$ cat config.mk
export PLATFORM = sky130hd
export DESIGN_NAME = uemsv_top
export DESIGN_NICKNAME = d
export VERILOG_FILES = /design/src/uemsv_pkg.sv /design/src/uemsv_top.sv /design/src/uemsv_ahb_slave.sv /design/src/uemsv_err_route.sv
export SDC_FILE = /design/constraint.sdc
export NUM_CORES = 1
export LEC_CHECK = 0
export BUFFER_PORTS_ARGS = -buffer_cell sky130_fd_sc_hd__buf_2
export CAP_MARGIN = 20
export CORE_UTILIZATION = 44
export CTS_CLUSTER_DIAMETER = 200
export DETAILED_ROUTE_END_ITERATION = 12
export PLACE_DENSITY = 0.76
export SLEW_MARGIN = 30
export SYNTH_ARGS = -nofsm -noshare
export SYNTH_HDL_FRONTEND = slang
export SYNTH_SLANG_ARGS = --single-unit
$ cat constraint.sdc
create_clock -name mclk -period 1.9 [get_ports mclk]
set_clock_uncertainty 0.15 [all_clocks]
set_input_delay 0.19 -clock mclk [delete_from_list [all_inputs] [get_ports mclk]]
set_output_delay 0.19 -clock mclk [all_outputs]
set_load 0.02 [all_outputs]
$ cat src/uemsv_pkg.sv
// constants shared by the uncorrectable error mask and severity register bank
package uemsv_pkg;

	// ----------------------------------------------------------------
	// register byte addresses
	// ----------------------------------------------------------------
	localparam logic [31:0] UEMSV_STATUS_OFS = 32'h0000_0104;
	localparam logic [31:0] UEMSV_MASK_OFS   = 32'h0000_0108;
	localparam logic [31:0] UEMSV_SEV_OFS    = 32'h0000_010C;

	// ----------------------------------------------------------------
	// error type bit positions, common to status, mask and severity
	// ----------------------------------------------------------------
	localparam int UEMSV_TRAIN_BIT  = 0;
	localparam int UEMSV_DLP_BIT    = 4;
	localparam int UEMSV_POISON_BIT = 12;
	localparam int UEMSV_FCP_BIT    = 13;
	localparam int UEMSV_CTO_BIT    = 14;
	localparam int UEMSV_CA_BIT     = 15;
	localparam int UEMSV_UCPL_BIT   = 16;
	localparam int UEMSV_ROVF_BIT   = 17;
	localparam int UEMSV_MTLP_BIT   = 18;
	localparam int UEMSV_ECRC_BIT   = 19;
	localparam int UEMSV_UR_BIT     = 20;
	localparam int UEMSV_ACS_BIT    = 21;

	// implemented bits; all others are reserved and read as zero
	localparam logic [31:0] UEMSV_IMPL_BITS  = 32'h003F_F011;

	// ----------------------------------------------------------------
	// reset values
	// ----------------------------------------------------------------
	localparam logic [31:0] UEMSV_STATUS_RST = 32'h0000_0000;
	localparam logic [31:0] UEMSV_MASK_RST   = 32'h0000_0000;
	localparam logic [31:0] UEMSV_SEV_RST    = 32'h0006_2011;
	localparam logic [31:0] UEMSV_RDATA_RST  = 32'h0000_0000;

	// ----------------------------------------------------------------
	// bus encodings and slave states
	// ----------------------------------------------------------------
	localparam logic [1:0]  UEMSV_HTRANS_NONSEQ = 2'h2;
	localparam logic        UEMSV_HRESP_OKAY    = 1'h0;

	typedef enum logic [1:0] {
		UEMSV_BUS_IDLE,
		UEMSV_BUS_WRITE,
		UEMSV_BUS_READ
	} uemsv_bus_state_type;

endpackage

$ cat src/uemsv_top.sv
// uncorrectable error status, mask and severity register bank with ahb-lite access
//
// How it works
// - mask bit 0 silences training errors
// - mask bit 4 silences data link protocol errors
// - mask bit 12 silences poisoned tlp events
// - mask bit 13 silences flow control protocol errors
// - mask bit 14 silences completion timeouts
// - mask bit 15 silences completer aborts
// - mask bit 16 silences unexpected completions
// - mask bit 17 silences receiver overflows
// - mask bit 18 silences malformed tlps
// - mask bit 19 silences ecrc errors
// - mask bit 20 silences unsupported requests
// - severity bit one means fatal, zero non-fatal
// - severity resets fatal for bits 0,4,13,17,18
// - status bit sets on event, write-one clears
`timescale 1ns/1ps
`default_nettype none
module uemsv_top
	import uemsv_pkg::*;
(
	input  wire logic        mclk,
	input  wire logic        rst,
	input  wire logic        hsel,
	input  wire logic [31:0] haddr,
	input  wire logic [1:0]  htrans,
	input  wire logic        hwrite,
	input  wire logic [2:0]  hsize,
	input  wire logic [31:0] hwdata,
	input  wire logic        hready,
	output logic      [31:0] hrdata,
	output logic             hreadyout,
	output logic             hresp,
	input  wire logic [31:0] err_event,
	output logic             log_capture,
	output logic      [31:0] log_error_vec,
	output logic             msg_fatal,
	output logic             msg_nonfatal,
	output logic             status_pending
);

	// ----------------------------------------------------------------
	// register bus
	// ----------------------------------------------------------------
	wire logic [31:0] reg_addr;
	wire logic        reg_wr;
	wire logic [31:0] reg_wdata;
	wire logic [31:0] reg_rdata;

	uemsv_ahb_slave u_bus (
		.mclk      (mclk),
		.rst       (rst),
		.hsel      (hsel),
		.haddr     (haddr),
		.htrans    (htrans),
		.hwrite    (hwrite),
		.hsize     (hsize),
		.hwdata    (hwdata),
		.hready    (hready),
		.hrdata    (hrdata),
		.hreadyout (hreadyout),
		.hresp     (hresp),
		.reg_addr  (reg_addr),
		.reg_wr    (reg_wr),
		.reg_wdata (reg_wdata),
		.reg_rdata (reg_rdata)
	);

	// ----------------------------------------------------------------
	// address decode
	// ----------------------------------------------------------------
	wire logic sel_status;
	wire logic sel_mask;
	wire logic sel_sev;
	wire logic wr_status;
	wire logic wr_mask;
	wire logic wr_sev;

	assign sel_status = (reg_addr == UEMSV_STATUS_OFS);
	assign sel_mask   = (reg_addr == UEMSV_MASK_OFS);
	assign sel_sev    = (reg_addr == UEMSV_SEV_OFS);
	assign wr_status  = reg_wr && sel_status;
	assign wr_mask    = reg_wr && sel_mask;
	assign wr_sev     = reg_wr && sel_sev;

	// ----------------------------------------------------------------
	// registers
	// ----------------------------------------------------------------
	logic [31:0] status_reg;
	logic [31:0] status_next;
	logic [31:0] mask_reg;
	logic [31:0] mask_next;
	logic [31:0] sev_reg;
	logic [31:0] sev_next;
	wire  logic [31:0] event_vec;
	wire  logic [31:0] clear_vec;

	// events on reserved lanes are dropped here so they never reach status
	assign event_vec = err_event & UEMSV_IMPL_BITS;
	assign clear_vec = wr_status ? (reg_wdata & UEMSV_IMPL_BITS) : 32'h0000_0000;

	// an event in the clearing cycle survives: set is applied after clear
	assign status_next = (status_reg & ~clear_vec) | event_vec;
	assign mask_next   = wr_mask ? (reg_wdata & UEMSV_IMPL_BITS) : mask_reg;
	assign sev_next    = wr_sev ? (reg_wdata & UEMSV_IMPL_BITS) : sev_reg;

	always_ff @(posedge mclk) begin
		if (rst) begin
			status_reg <= UEMSV_STATUS_RST;
			mask_reg   <= UEMSV_MASK_RST;
			sev_reg    <= UEMSV_SEV_RST;
		end else begin
			status_reg <= status_next;
			mask_reg   <= mask_next;
			sev_reg    <= sev_next;
		end
	end

	// unmapped addresses read as zero and ignore writes
	assign reg_rdata = sel_status ? status_reg :
	                   sel_mask   ? mask_reg   :
	                   sel_sev    ? sev_reg    : 32'h0000_0000;

	// ----------------------------------------------------------------
	// mask gating per error type
	// ----------------------------------------------------------------
	logic [31:0] block_vec;

	always_comb begin
		block_vec = 32'h0000_0000;
		block_vec[UEMSV_TRAIN_BIT]  = mask_reg[UEMSV_TRAIN_BIT];
		block_vec[UEMSV_DLP_BIT]    = mask_reg[UEMSV_DLP_BIT];
		block_vec[UEMSV_POISON_BIT] = mask_reg[UEMSV_POISON_BIT];
		block_vec[UEMSV_FCP_BIT]    = mask_reg[UEMSV_FCP_BIT];
		block_vec[UEMSV_CTO_BIT]    = mask_reg[UEMSV_CTO_BIT];
		block_vec[UEMSV_CA_BIT]     = mask_reg[UEMSV_CA_BIT];
		block_vec[UEMSV_UCPL_BIT]   = mask_reg[UEMSV_UCPL_BIT];
		block_vec[UEMSV_ROVF_BIT]   = mask_reg[UEMSV_ROVF_BIT];
		block_vec[UEMSV_MTLP_BIT]   = mask_reg[UEMSV_MTLP_BIT];
		block_vec[UEMSV_ECRC_BIT]   = mask_reg[UEMSV_ECRC_BIT];
		block_vec[UEMSV_UR_BIT]     = mask_reg[UEMSV_UR_BIT];
		block_vec[UEMSV_ACS_BIT]    = mask_reg[UEMSV_ACS_BIT];
	end

	wire logic [31:0] pass_vec;
	wire logic [31:0] fatal_vec;
	wire logic [31:0] nonfatal_vec;

	uemsv_err_route u_route (
		.event_vec    (event_vec),
		.block_vec    (block_vec),
		.sev_vec      (sev_reg),
		.pass_vec     (pass_vec),
		.fatal_vec    (fatal_vec),
		.nonfatal_vec (nonfatal_vec)
	);

	// ----------------------------------------------------------------
	// header log capture and message requests
	// ----------------------------------------------------------------
	logic        log_capture_reg;
	logic [31:0] log_error_vec_reg;
	logic        msg_fatal_reg;
	logic        msg_nonfatal_reg;
	logic        status_pending_reg;

	// severity is sampled in the detection cycle, so a severity write in
	// that same cycle does not affect the message already chosen
	always_ff @(posedge mclk) begin
		if (rst) begin
			log_capture_reg    <= 1'h0;
			log_error_vec_reg  <= 32'h0000_0000;
			msg_fatal_reg      <= 1'h0;
			msg_nonfatal_reg   <= 1'h0;
			status_pending_reg <= 1'h0;
		end else begin
			log_capture_reg    <= |pass_vec;
			log_error_vec_reg  <= pass_vec;
			msg_fatal_reg      <= |fatal_vec;
			msg_nonfatal_reg   <= |nonfatal_vec;
			status_pending_reg <= |status_next;
		end
	end

	assign log_capture    = log_capture_reg;
	assign log_error_vec  = log_error_vec_reg;
	assign msg_fatal      = msg_fatal_reg;
	assign msg_nonfatal   = msg_nonfatal_reg;
	assign status_pending = status_pending_reg;
endmodule
`default_nettype wire

$ cat src/uemsv_ahb_slave.sv
// ahb-lite slave front end: zero-wait writes, one-wait registered reads
`timescale 1ns/1ps
`default_nettype none
module uemsv_ahb_slave
	import uemsv_pkg::*;
(
	input  wire logic        mclk,
	input  wire logic        rst,
	input  wire logic        hsel,
	input  wire logic [31:0] haddr,
	input  wire logic [1:0]  htrans,
	input  wire logic        hwrite,
	input  wire logic [2:0]  hsize,
	input  wire logic [31:0] hwdata,
	input  wire logic        hready,
	output logic      [31:0] hrdata,
	output logic             hreadyout,
	output logic             hresp,
	output logic      [31:0] reg_addr,
	output logic             reg_wr,
	output logic      [31:0] reg_wdata,
	input  wire logic [31:0] reg_rdata
);

	// ----------------------------------------------------------------
	// address phase capture
	// ----------------------------------------------------------------
	uemsv_bus_state_type state_reg;
	logic        [31:0] addr_reg;
	logic        [31:0] hrdata_reg;
	logic               hreadyout_reg;
	wire logic          take;

	// only word transfers are expected; any hsize except 3'h7 is accepted, and hsize 3'h7 transfers are ignored
	assign take = hsel && hready && (htrans == UEMSV_HTRANS_NONSEQ) && (hsize != 3'h7);

	always_ff @(posedge mclk) begin
		if (rst) begin
			state_reg     <= UEMSV_BUS_IDLE;
			addr_reg      <= 32'h0000_0000;
			hrdata_reg    <= UEMSV_RDATA_RST;
			hreadyout_reg <= 1'h1;
		end else if (state_reg == UEMSV_BUS_READ) begin
			hrdata_reg    <= reg_rdata;
			hreadyout_reg <= 1'h1;
			state_reg     <= UEMSV_BUS_IDLE;
		end else if (take) begin
			addr_reg      <= haddr;
			hreadyout_reg <= hwrite;
			state_reg     <= hwrite ? UEMSV_BUS_WRITE : UEMSV_BUS_READ;
		end else begin
			state_reg     <= UEMSV_BUS_IDLE;
		end
	end

	// write commits at the edge that ends the data phase
	assign reg_wr    = (state_reg == UEMSV_BUS_WRITE);
	assign reg_addr  = addr_reg;
	assign reg_wdata = hwdata;
	assign hrdata    = hrdata_reg;
	assign hreadyout = hreadyout_reg;
	assign hresp     = UEMSV_HRESP_OKAY;

endmodule
`default_nettype wire

$ cat src/uemsv_err_route.sv
// per error type gating of events by mask and split by severity
`timescale 1ns/1ps
`default_nettype none
module uemsv_err_route
	import uemsv_pkg::*;
(
	input  wire logic [31:0] event_vec,
	input  wire logic [31:0] block_vec,
	input  wire logic [31:0] sev_vec,
	output logic      [31:0] pass_vec,
	output logic      [31:0] fatal_vec,
	output logic      [31:0] nonfatal_vec
);

	// ----------------------------------------------------------------
	// one lane per error type; reserved lanes never pass
	// ----------------------------------------------------------------
	for (genvar b = 0; b < 32; b++) begin : g_lane
		assign pass_vec[b]     = event_vec[b] && !block_vec[b] && UEMSV_IMPL_BITS[b];
		assign fatal_vec[b]    = pass_vec[b] && sev_vec[b];
		assign nonfatal_vec[b] = pass_vec[b] && !sev_vec[b];
	end

endmodule
`default_nettype wire

==> Yosys cells after proc, flatten, opt, wreduce, memory -nomap -nowiden <==
Cells that the tools add are included.
{ "word_totals": {"regBits": 159, "input_bits": 106, "output_inout_bits": 70, "word_cells": 103} }
{ "classes": {"n_eq_ne": 7, "muxes": 5, "bitwise_logic": 5, "n_reduce_logical": 73} }
{ "ops": {"columns": ["operator", "n"], "rows": [
  ["equality test 32 x 9 -> 1 bit, second input constant", 3],
  ["2-to-1 mux 22 bit", 3],
  ["logical AND 1 bit", 42],
  ["OR reduction 12 bit", 3],
  ["AND 32 bit", 1],
  ["2-to-1 mux 32 bit", 1],
  ["inverter 22 -> 32 bit", 1],
  ["bitwise OR 32 x 22 -> 32 bit", 1],
  ["OR reduction 32 bit", 1],
  ["zero test 1 bit", 24],
  ["equality test 2 bit, second input constant", 2],
  ["inequality test 3 bit, second input constant", 1],
  ["OR reduction 3 bit", 1],
  ["equality test 2 x 1 -> 1 bit, second input constant", 1],
  ["2-to-1 mux 2 bit", 1],
  ["inverter 1 bit", 2],
  ["AND reduction 2 bit", 1],
  ["OR reduction 2 bit", 1]
]} }

==> Logic depth before layout (Yosys ltp) <==
{ "logic_depth": {"word_depth": 7, "ltp_mapped": 7, "mapped_depth_nobuf": 5} }

==> By module <==
Synthesis repeated with hierarchy kept, for this count alone.
{ "hier_totals": {"cells_unflattened": 768, "area_unflattened_um2": 6741.5} }
{ "modules_own_cells": {"columns": ["module", "instances", "cells_per_inst", "area_each_um2", "seq_area_each_um2"], "rows": [
  ["uemsv_top", 1, 329, 2994.1, 1441.4],
  ["uemsv_ahb_slave", 1, 342, 2967.8, 1341.3],
  ["uemsv_err_route", 1, 97, 779.5, 0.0]
]} }

==> Worst setup path before layout <==
Ideal clock, no wire load.
{ "synth_path": {"path_kind": "flip-flop to flip-flop", "from": "register u_bus.addr_reg[31] (netlist: u_bus.reg_addr[31])", "to": "register status_pending_reg (netlist: status_pending)", "setup_time_ps": 120, "arrival_ps": 1742, "required_time_ps": 1630, "path_slack_ps": -112, "stages_incl_launch_ff": 7, "path_buffers": 1, "period_less_slack_ps": 2012, "cell_sequence": "dfxtp_1 > nor4_2 > nand4_4 > buf_6 > o41ai_4 > nand4_1 > o31a_1"} }
{ "synth_via": {"elab_chain_cells": 7} }
{ "synth_rtl": {"columns": ["item", "line", "rtl"], "rows": [
  ["start: declaration", "uemsv_ahb_slave.sv:29", "logic [31:0] addr_reg;"],
  ["start signal: assignment", "uemsv_ahb_slave.sv:48", "addr_reg <= haddr;"],
  ["equality test 32 x 9 -> 1 bit", "uemsv_top.sv:80", "assign sel_status = (reg_addr == UEMSV_STATUS_OFS);"],
  ["logical AND 1 bit", "uemsv_top.sv:83", "assign wr_status = reg_wr && sel_status;"],
  ["2-to-1 mux 22 bit", "uemsv_top.sv:101", "assign clear_vec = wr_status ? (reg_wdata & UEMSV_IMPL_BITS) : 32'h0000_0000;"],
  ["inverter 22 -> 32 bit", "uemsv_top.sv:104", "assign status_next = (status_reg & ~clear_vec) | event_vec;"],
  ["AND 32 bit", "uemsv_top.sv:104", null],
  ["bitwise OR 32 x 22 -> 32 bit", "uemsv_top.sv:104", null],
  ["OR reduction 32 bit", "uemsv_top.sv:182", "status_pending_reg <= |status_next;"],
  ["end signal: assignment", "uemsv_top.sv:182", null],
  ["end: declaration", "uemsv_top.sv:166", "logic status_pending_reg;"]
]} }
Every way passes these cells.
A chain may end at the register's enable or synchronous reset.

==> Final worst setup path <==
{ "layout_path": {"from": "register u_bus.addr_reg[19] (netlist: u_bus.reg_addr[19])", "to": "register mask_reg[13]"} }
{ "layout_via": {"elab_chain_cells": 2} }
{ "layout_rtl": {"columns": ["item", "line", "rtl"], "rows": [
  ["equality test 32 x 9 -> 1 bit", "uemsv_top.sv:81", "assign sel_mask = (reg_addr == UEMSV_MASK_OFS);"],
  ["logical AND 1 bit", "uemsv_top.sv:84", "assign wr_mask = reg_wr && sel_mask;"],
  ["end signal: assignment", "uemsv_top.sv:115", "mask_reg <= mask_next;"],
  ["end: declaration", "uemsv_top.sv:92", "logic [31:0] mask_reg;"]
]} }
Every way passes these cells.

==> flow_metrics.tcl <==
set metrics [dict create \
    post_synth_num_cell_types 38 \
    routed_wl_per_cell_um 15.27 \
    rsz0062_at_grt "true" \
    cts_buffers 9 \
    cts_max_path_buffers 2 \
    clkSinkCount 99 \
    critical_path_arrival_ns 2.16 \
    most_common_cell_in_the_netlist "sky130_fd_sc_hd__dfxtp_1" \
    initial_core_util 0.4615 \
    wire_length_of_the_first_global_routing_pass_um 19600 \
    endpoint_kind "flip-flop" \
    final_core_utilization 0.6154 \
    grt_max_degree 67 \
    critical_path_launch_point_type "flip-flop" \
    top_level_ports 176 \
    final_net_count 768 \
    number_of_max_slew_violations_in_the_final_report 0 \
    cts_tree "done" \
    vias_per_cell 5.114 \
    number_of_antenna_violations_at_the_first_check_in_global_routing 0 \
    first_pass_iters 6 \
    hold_violations_final 0 \
    synth-seq-area-share 0.4314 \
    seqCellArea_um2 1992 \
    num_rows 36 \
    largest_register_ffs 32 \
    cell_count_after_synthesis 505 \
    clk_transition_reported_paths_ns 0.09 \
    grt_pass1_vias 4014 \
    synthDominantAreaCellType "sky130_fd_sc_hd__dfxtp_1" \
    antenna_left 0 \
    dpl.hpwl_um 8452 \
    die-area_um2 10850 \
    cp_data_required_time_ns 2.00 \
    design_power_total_mw 4.231 \
    post_cts_repair_timing_setup_buffer_count 0 \
    worst_hold_path_type "in -> reg" \
    holdPathStages 3 \
    setup_viol_count_final 25 \
    chipHeight_um 104.2 \
    finalHoldWorstSlack_ns 0.02480 \
    detail_route.drc_violations 0 \
    clock_tree.root_cell "sky130_fd_sc_hd__clkbuf_8" \
    run_status "finished, violations left" \
    layout-drive-gt1-share 0.2808 \
    synth_area_um2 4594 \
    core_area_um2 9955 \
    first_iter_violations 247 \
    clk-insertion-delay-late_ns 0.36 \
    cap_violations 0 \
    layout.filler_cells 829 \
    ys_async_sr_fraction 0 \
    area.growth.synth_to_final_pct 33.33 \
    crit_fanout 15 \
    top_cells_by_instance_count_after_synthesis "99 x sky130_fd_sc_hd__dfxtp_1, 82 x sky130_fd_sc_hd__nand2_1, 49 x sky130_fd_sc_hd__nor2_1" \
    p_per_area_nw_per_um2 690.6 \
    leakagePower_nw 2.527 \
    avgSynthCellArea_um2 9.098 \
    area_of_the_multi_input_gates_um2 2465 \
    count_of_input_and_output_buffers 94 \
    peakVddDrop_mv 0.3310 \
    overflow 0 \
    timing.final.ws_setup_ns -0.1600 \
    synth-main-ff-cell "sky130_fd_sc_hd__dfxtp_1" \
    fmaxAchievable_mhz 485.4 \
    synth_top_area_share 0.4314 \
    via_count 4086 \
    r2r.worst_path.cells 7 \
    clock_tree.htree_level_count 3 \
    synth_top_cells_by_area "sky130_fd_sc_hd__dfxtp_1 43%, sky130_fd_sc_hd__buf_4 6.9%, sky130_fd_sc_hd__nand2_1 6.7%, sky130_fd_sc_hd__mux2i_1 5.4%, sky130_fd_sc_hd__a21oi_1 4.8%" \
    grtUsageTotal 0.2269 \
    finalWirelength_um 12200 \
    layout.cells.non_filler 799 \
    antenna_cells 0 \
    die_x_um 104.2 \
    synth-seq-cells 99 \
    fin_crit_sh 1.084 \
    synth_enable_flop_cells 0 \
    placedCellCount 729 \
    violations "negative setup slack" \
    ys_warn_count 0 \
    globalplace.congestion 0.8819 \
    minimum_clock_period_after_layout_ns 2.060 \
    worst-setup-path-type "reg -> reg" \
]
[where the power goes]
group          switching, mW  internal, mW
Clock                  0.703         0.739
Combinational          0.352         0.282
Sequential            0.0304          2.12
[per-stage QoR]
| step | instance area, um^2 | setup TNS (ns) | setup WS [ns] |
|---|---|---|---|
| after global placement | 5251 | -2.859 | -0.2346 |
| after CTS | 6051 | -4.085 | -0.1913 |
| after global routing | 6126 | -5.546 | -0.2646 |
| final | 6126 | -3.038 | -0.1600 |
| after detailed placement | 5251 | -3.815 | -0.2073 |
| after floorplan | 4825 | -0.9062 | -0.07523 |
[path summary, 6_finish.rpt]
kind                                                 startpoint                           end  slack [ns]
worst min-delay path                              err_event[21]  log_error_vec[21]$_SDFF_PP0_        0.02
worst max-delay path            u_bus.reg_addr[19]$_SDFFE_PP0P_     mask_reg[13]$_SDFFE_PP0P_       -0.16
worst min register to register     u_bus.hrdata[0]$_SDFFE_PP0P_  u_bus.hrdata[0]$_SDFFE_PP0P_        0.30
worst max register to register  u_bus.reg_addr[19]$_SDFFE_PP0P_     mask_reg[13]$_SDFFE_PP0P_       -0.16
[logic make-up after synthesis]
group | after synthesis | synth area share
flip-flops | 99 | 0.4314
AND/OR/NAND/NOR | 211 | 0.2456
multiplexers | 37 | 0.08388
other | 1 | 0.0008162
AO/OA/AOI/OAI | 85 | 0.1400
buffers and inverters | 72 | 0.09831
[layer usage]
metal | GRT usage | wire [um]
met1 | 0.2800 | 5147
met2 | 0.3814 | 5918
met3 | 0.03509 | 762
met4 | 0.1184 | 371
met5 | 0 | 0
[cell type report]
class,instances,area share
Clock inverter,4,0.01246
Multi-Input combinational cell,374,0.4024
Timing Repair Buffer,177,0.2108
Clock buffer,11,0.02145
Tap cell,133,0.02717
Inverter,1,0.0006127
Sequential cell,99,0.3252
[critical path, cell delays in order, from the launching register on]
cell and delay, ns:
sky130_fd_sc_hd__dfxtp_2 0.34, sky130_fd_sc_hd__nor4_4 0.32, sky130_fd_sc_hd__nand4_4 0.14, sky130_fd_sc_hd__buf_12 0.20, sky130_fd_sc_hd__nor4b_4 0.33, sky130_fd_sc_hd__buf_6 0.20, sky130_fd_sc_hd__mux2i_1 0.21, sky130_fd_sc_hd__nor2_1 0.05
[cells in the final DEF (no fill, tap or decap), types with 7 or more instances in the layout]
| cell type | count |
|---|---|
| sky130_fd_sc_hd__mux2_2 | 12 |
| sky130_fd_sc_hd__nand3b_1 | 8 |
| sky130_fd_sc_hd__nand2_1 | 82 |
| sky130_fd_sc_hd__nor2b_1 | 14 |
| sky130_fd_sc_hd__nor4_4 | 7 |
| sky130_fd_sc_hd__dfxtp_2 | 8 |
| sky130_fd_sc_hd__buf_4 | 19 |
| sky130_fd_sc_hd__nand3_1 | 12 |
| sky130_fd_sc_hd__mux2i_1 | 25 |
| sky130_fd_sc_hd__dfxtp_1 | 91 |
| sky130_fd_sc_hd__dlygate4sd3_1 | 55 |
| sky130_fd_sc_hd__a21oi_1 | 44 |
| sky130_fd_sc_hd__clkbuf_8 | 9 |
| sky130_fd_sc_hd__nand2b_1 | 19 |
| sky130_fd_sc_hd__a22o_1 | 15 |
| sky130_fd_sc_hd__conb_1 | 41 |
| sky130_fd_sc_hd__nor2_1 | 48 |
| sky130_fd_sc_hd__buf_2 | 94 |
[what timing repair did]
action                     CTS  global route
hold buffers                55             0
setup endpoints to repair   25            31
hold endpoints to repair    71             0
gates resized for setup      5            14
pin swaps                    2             6
(Power assumes the default switching activity.)
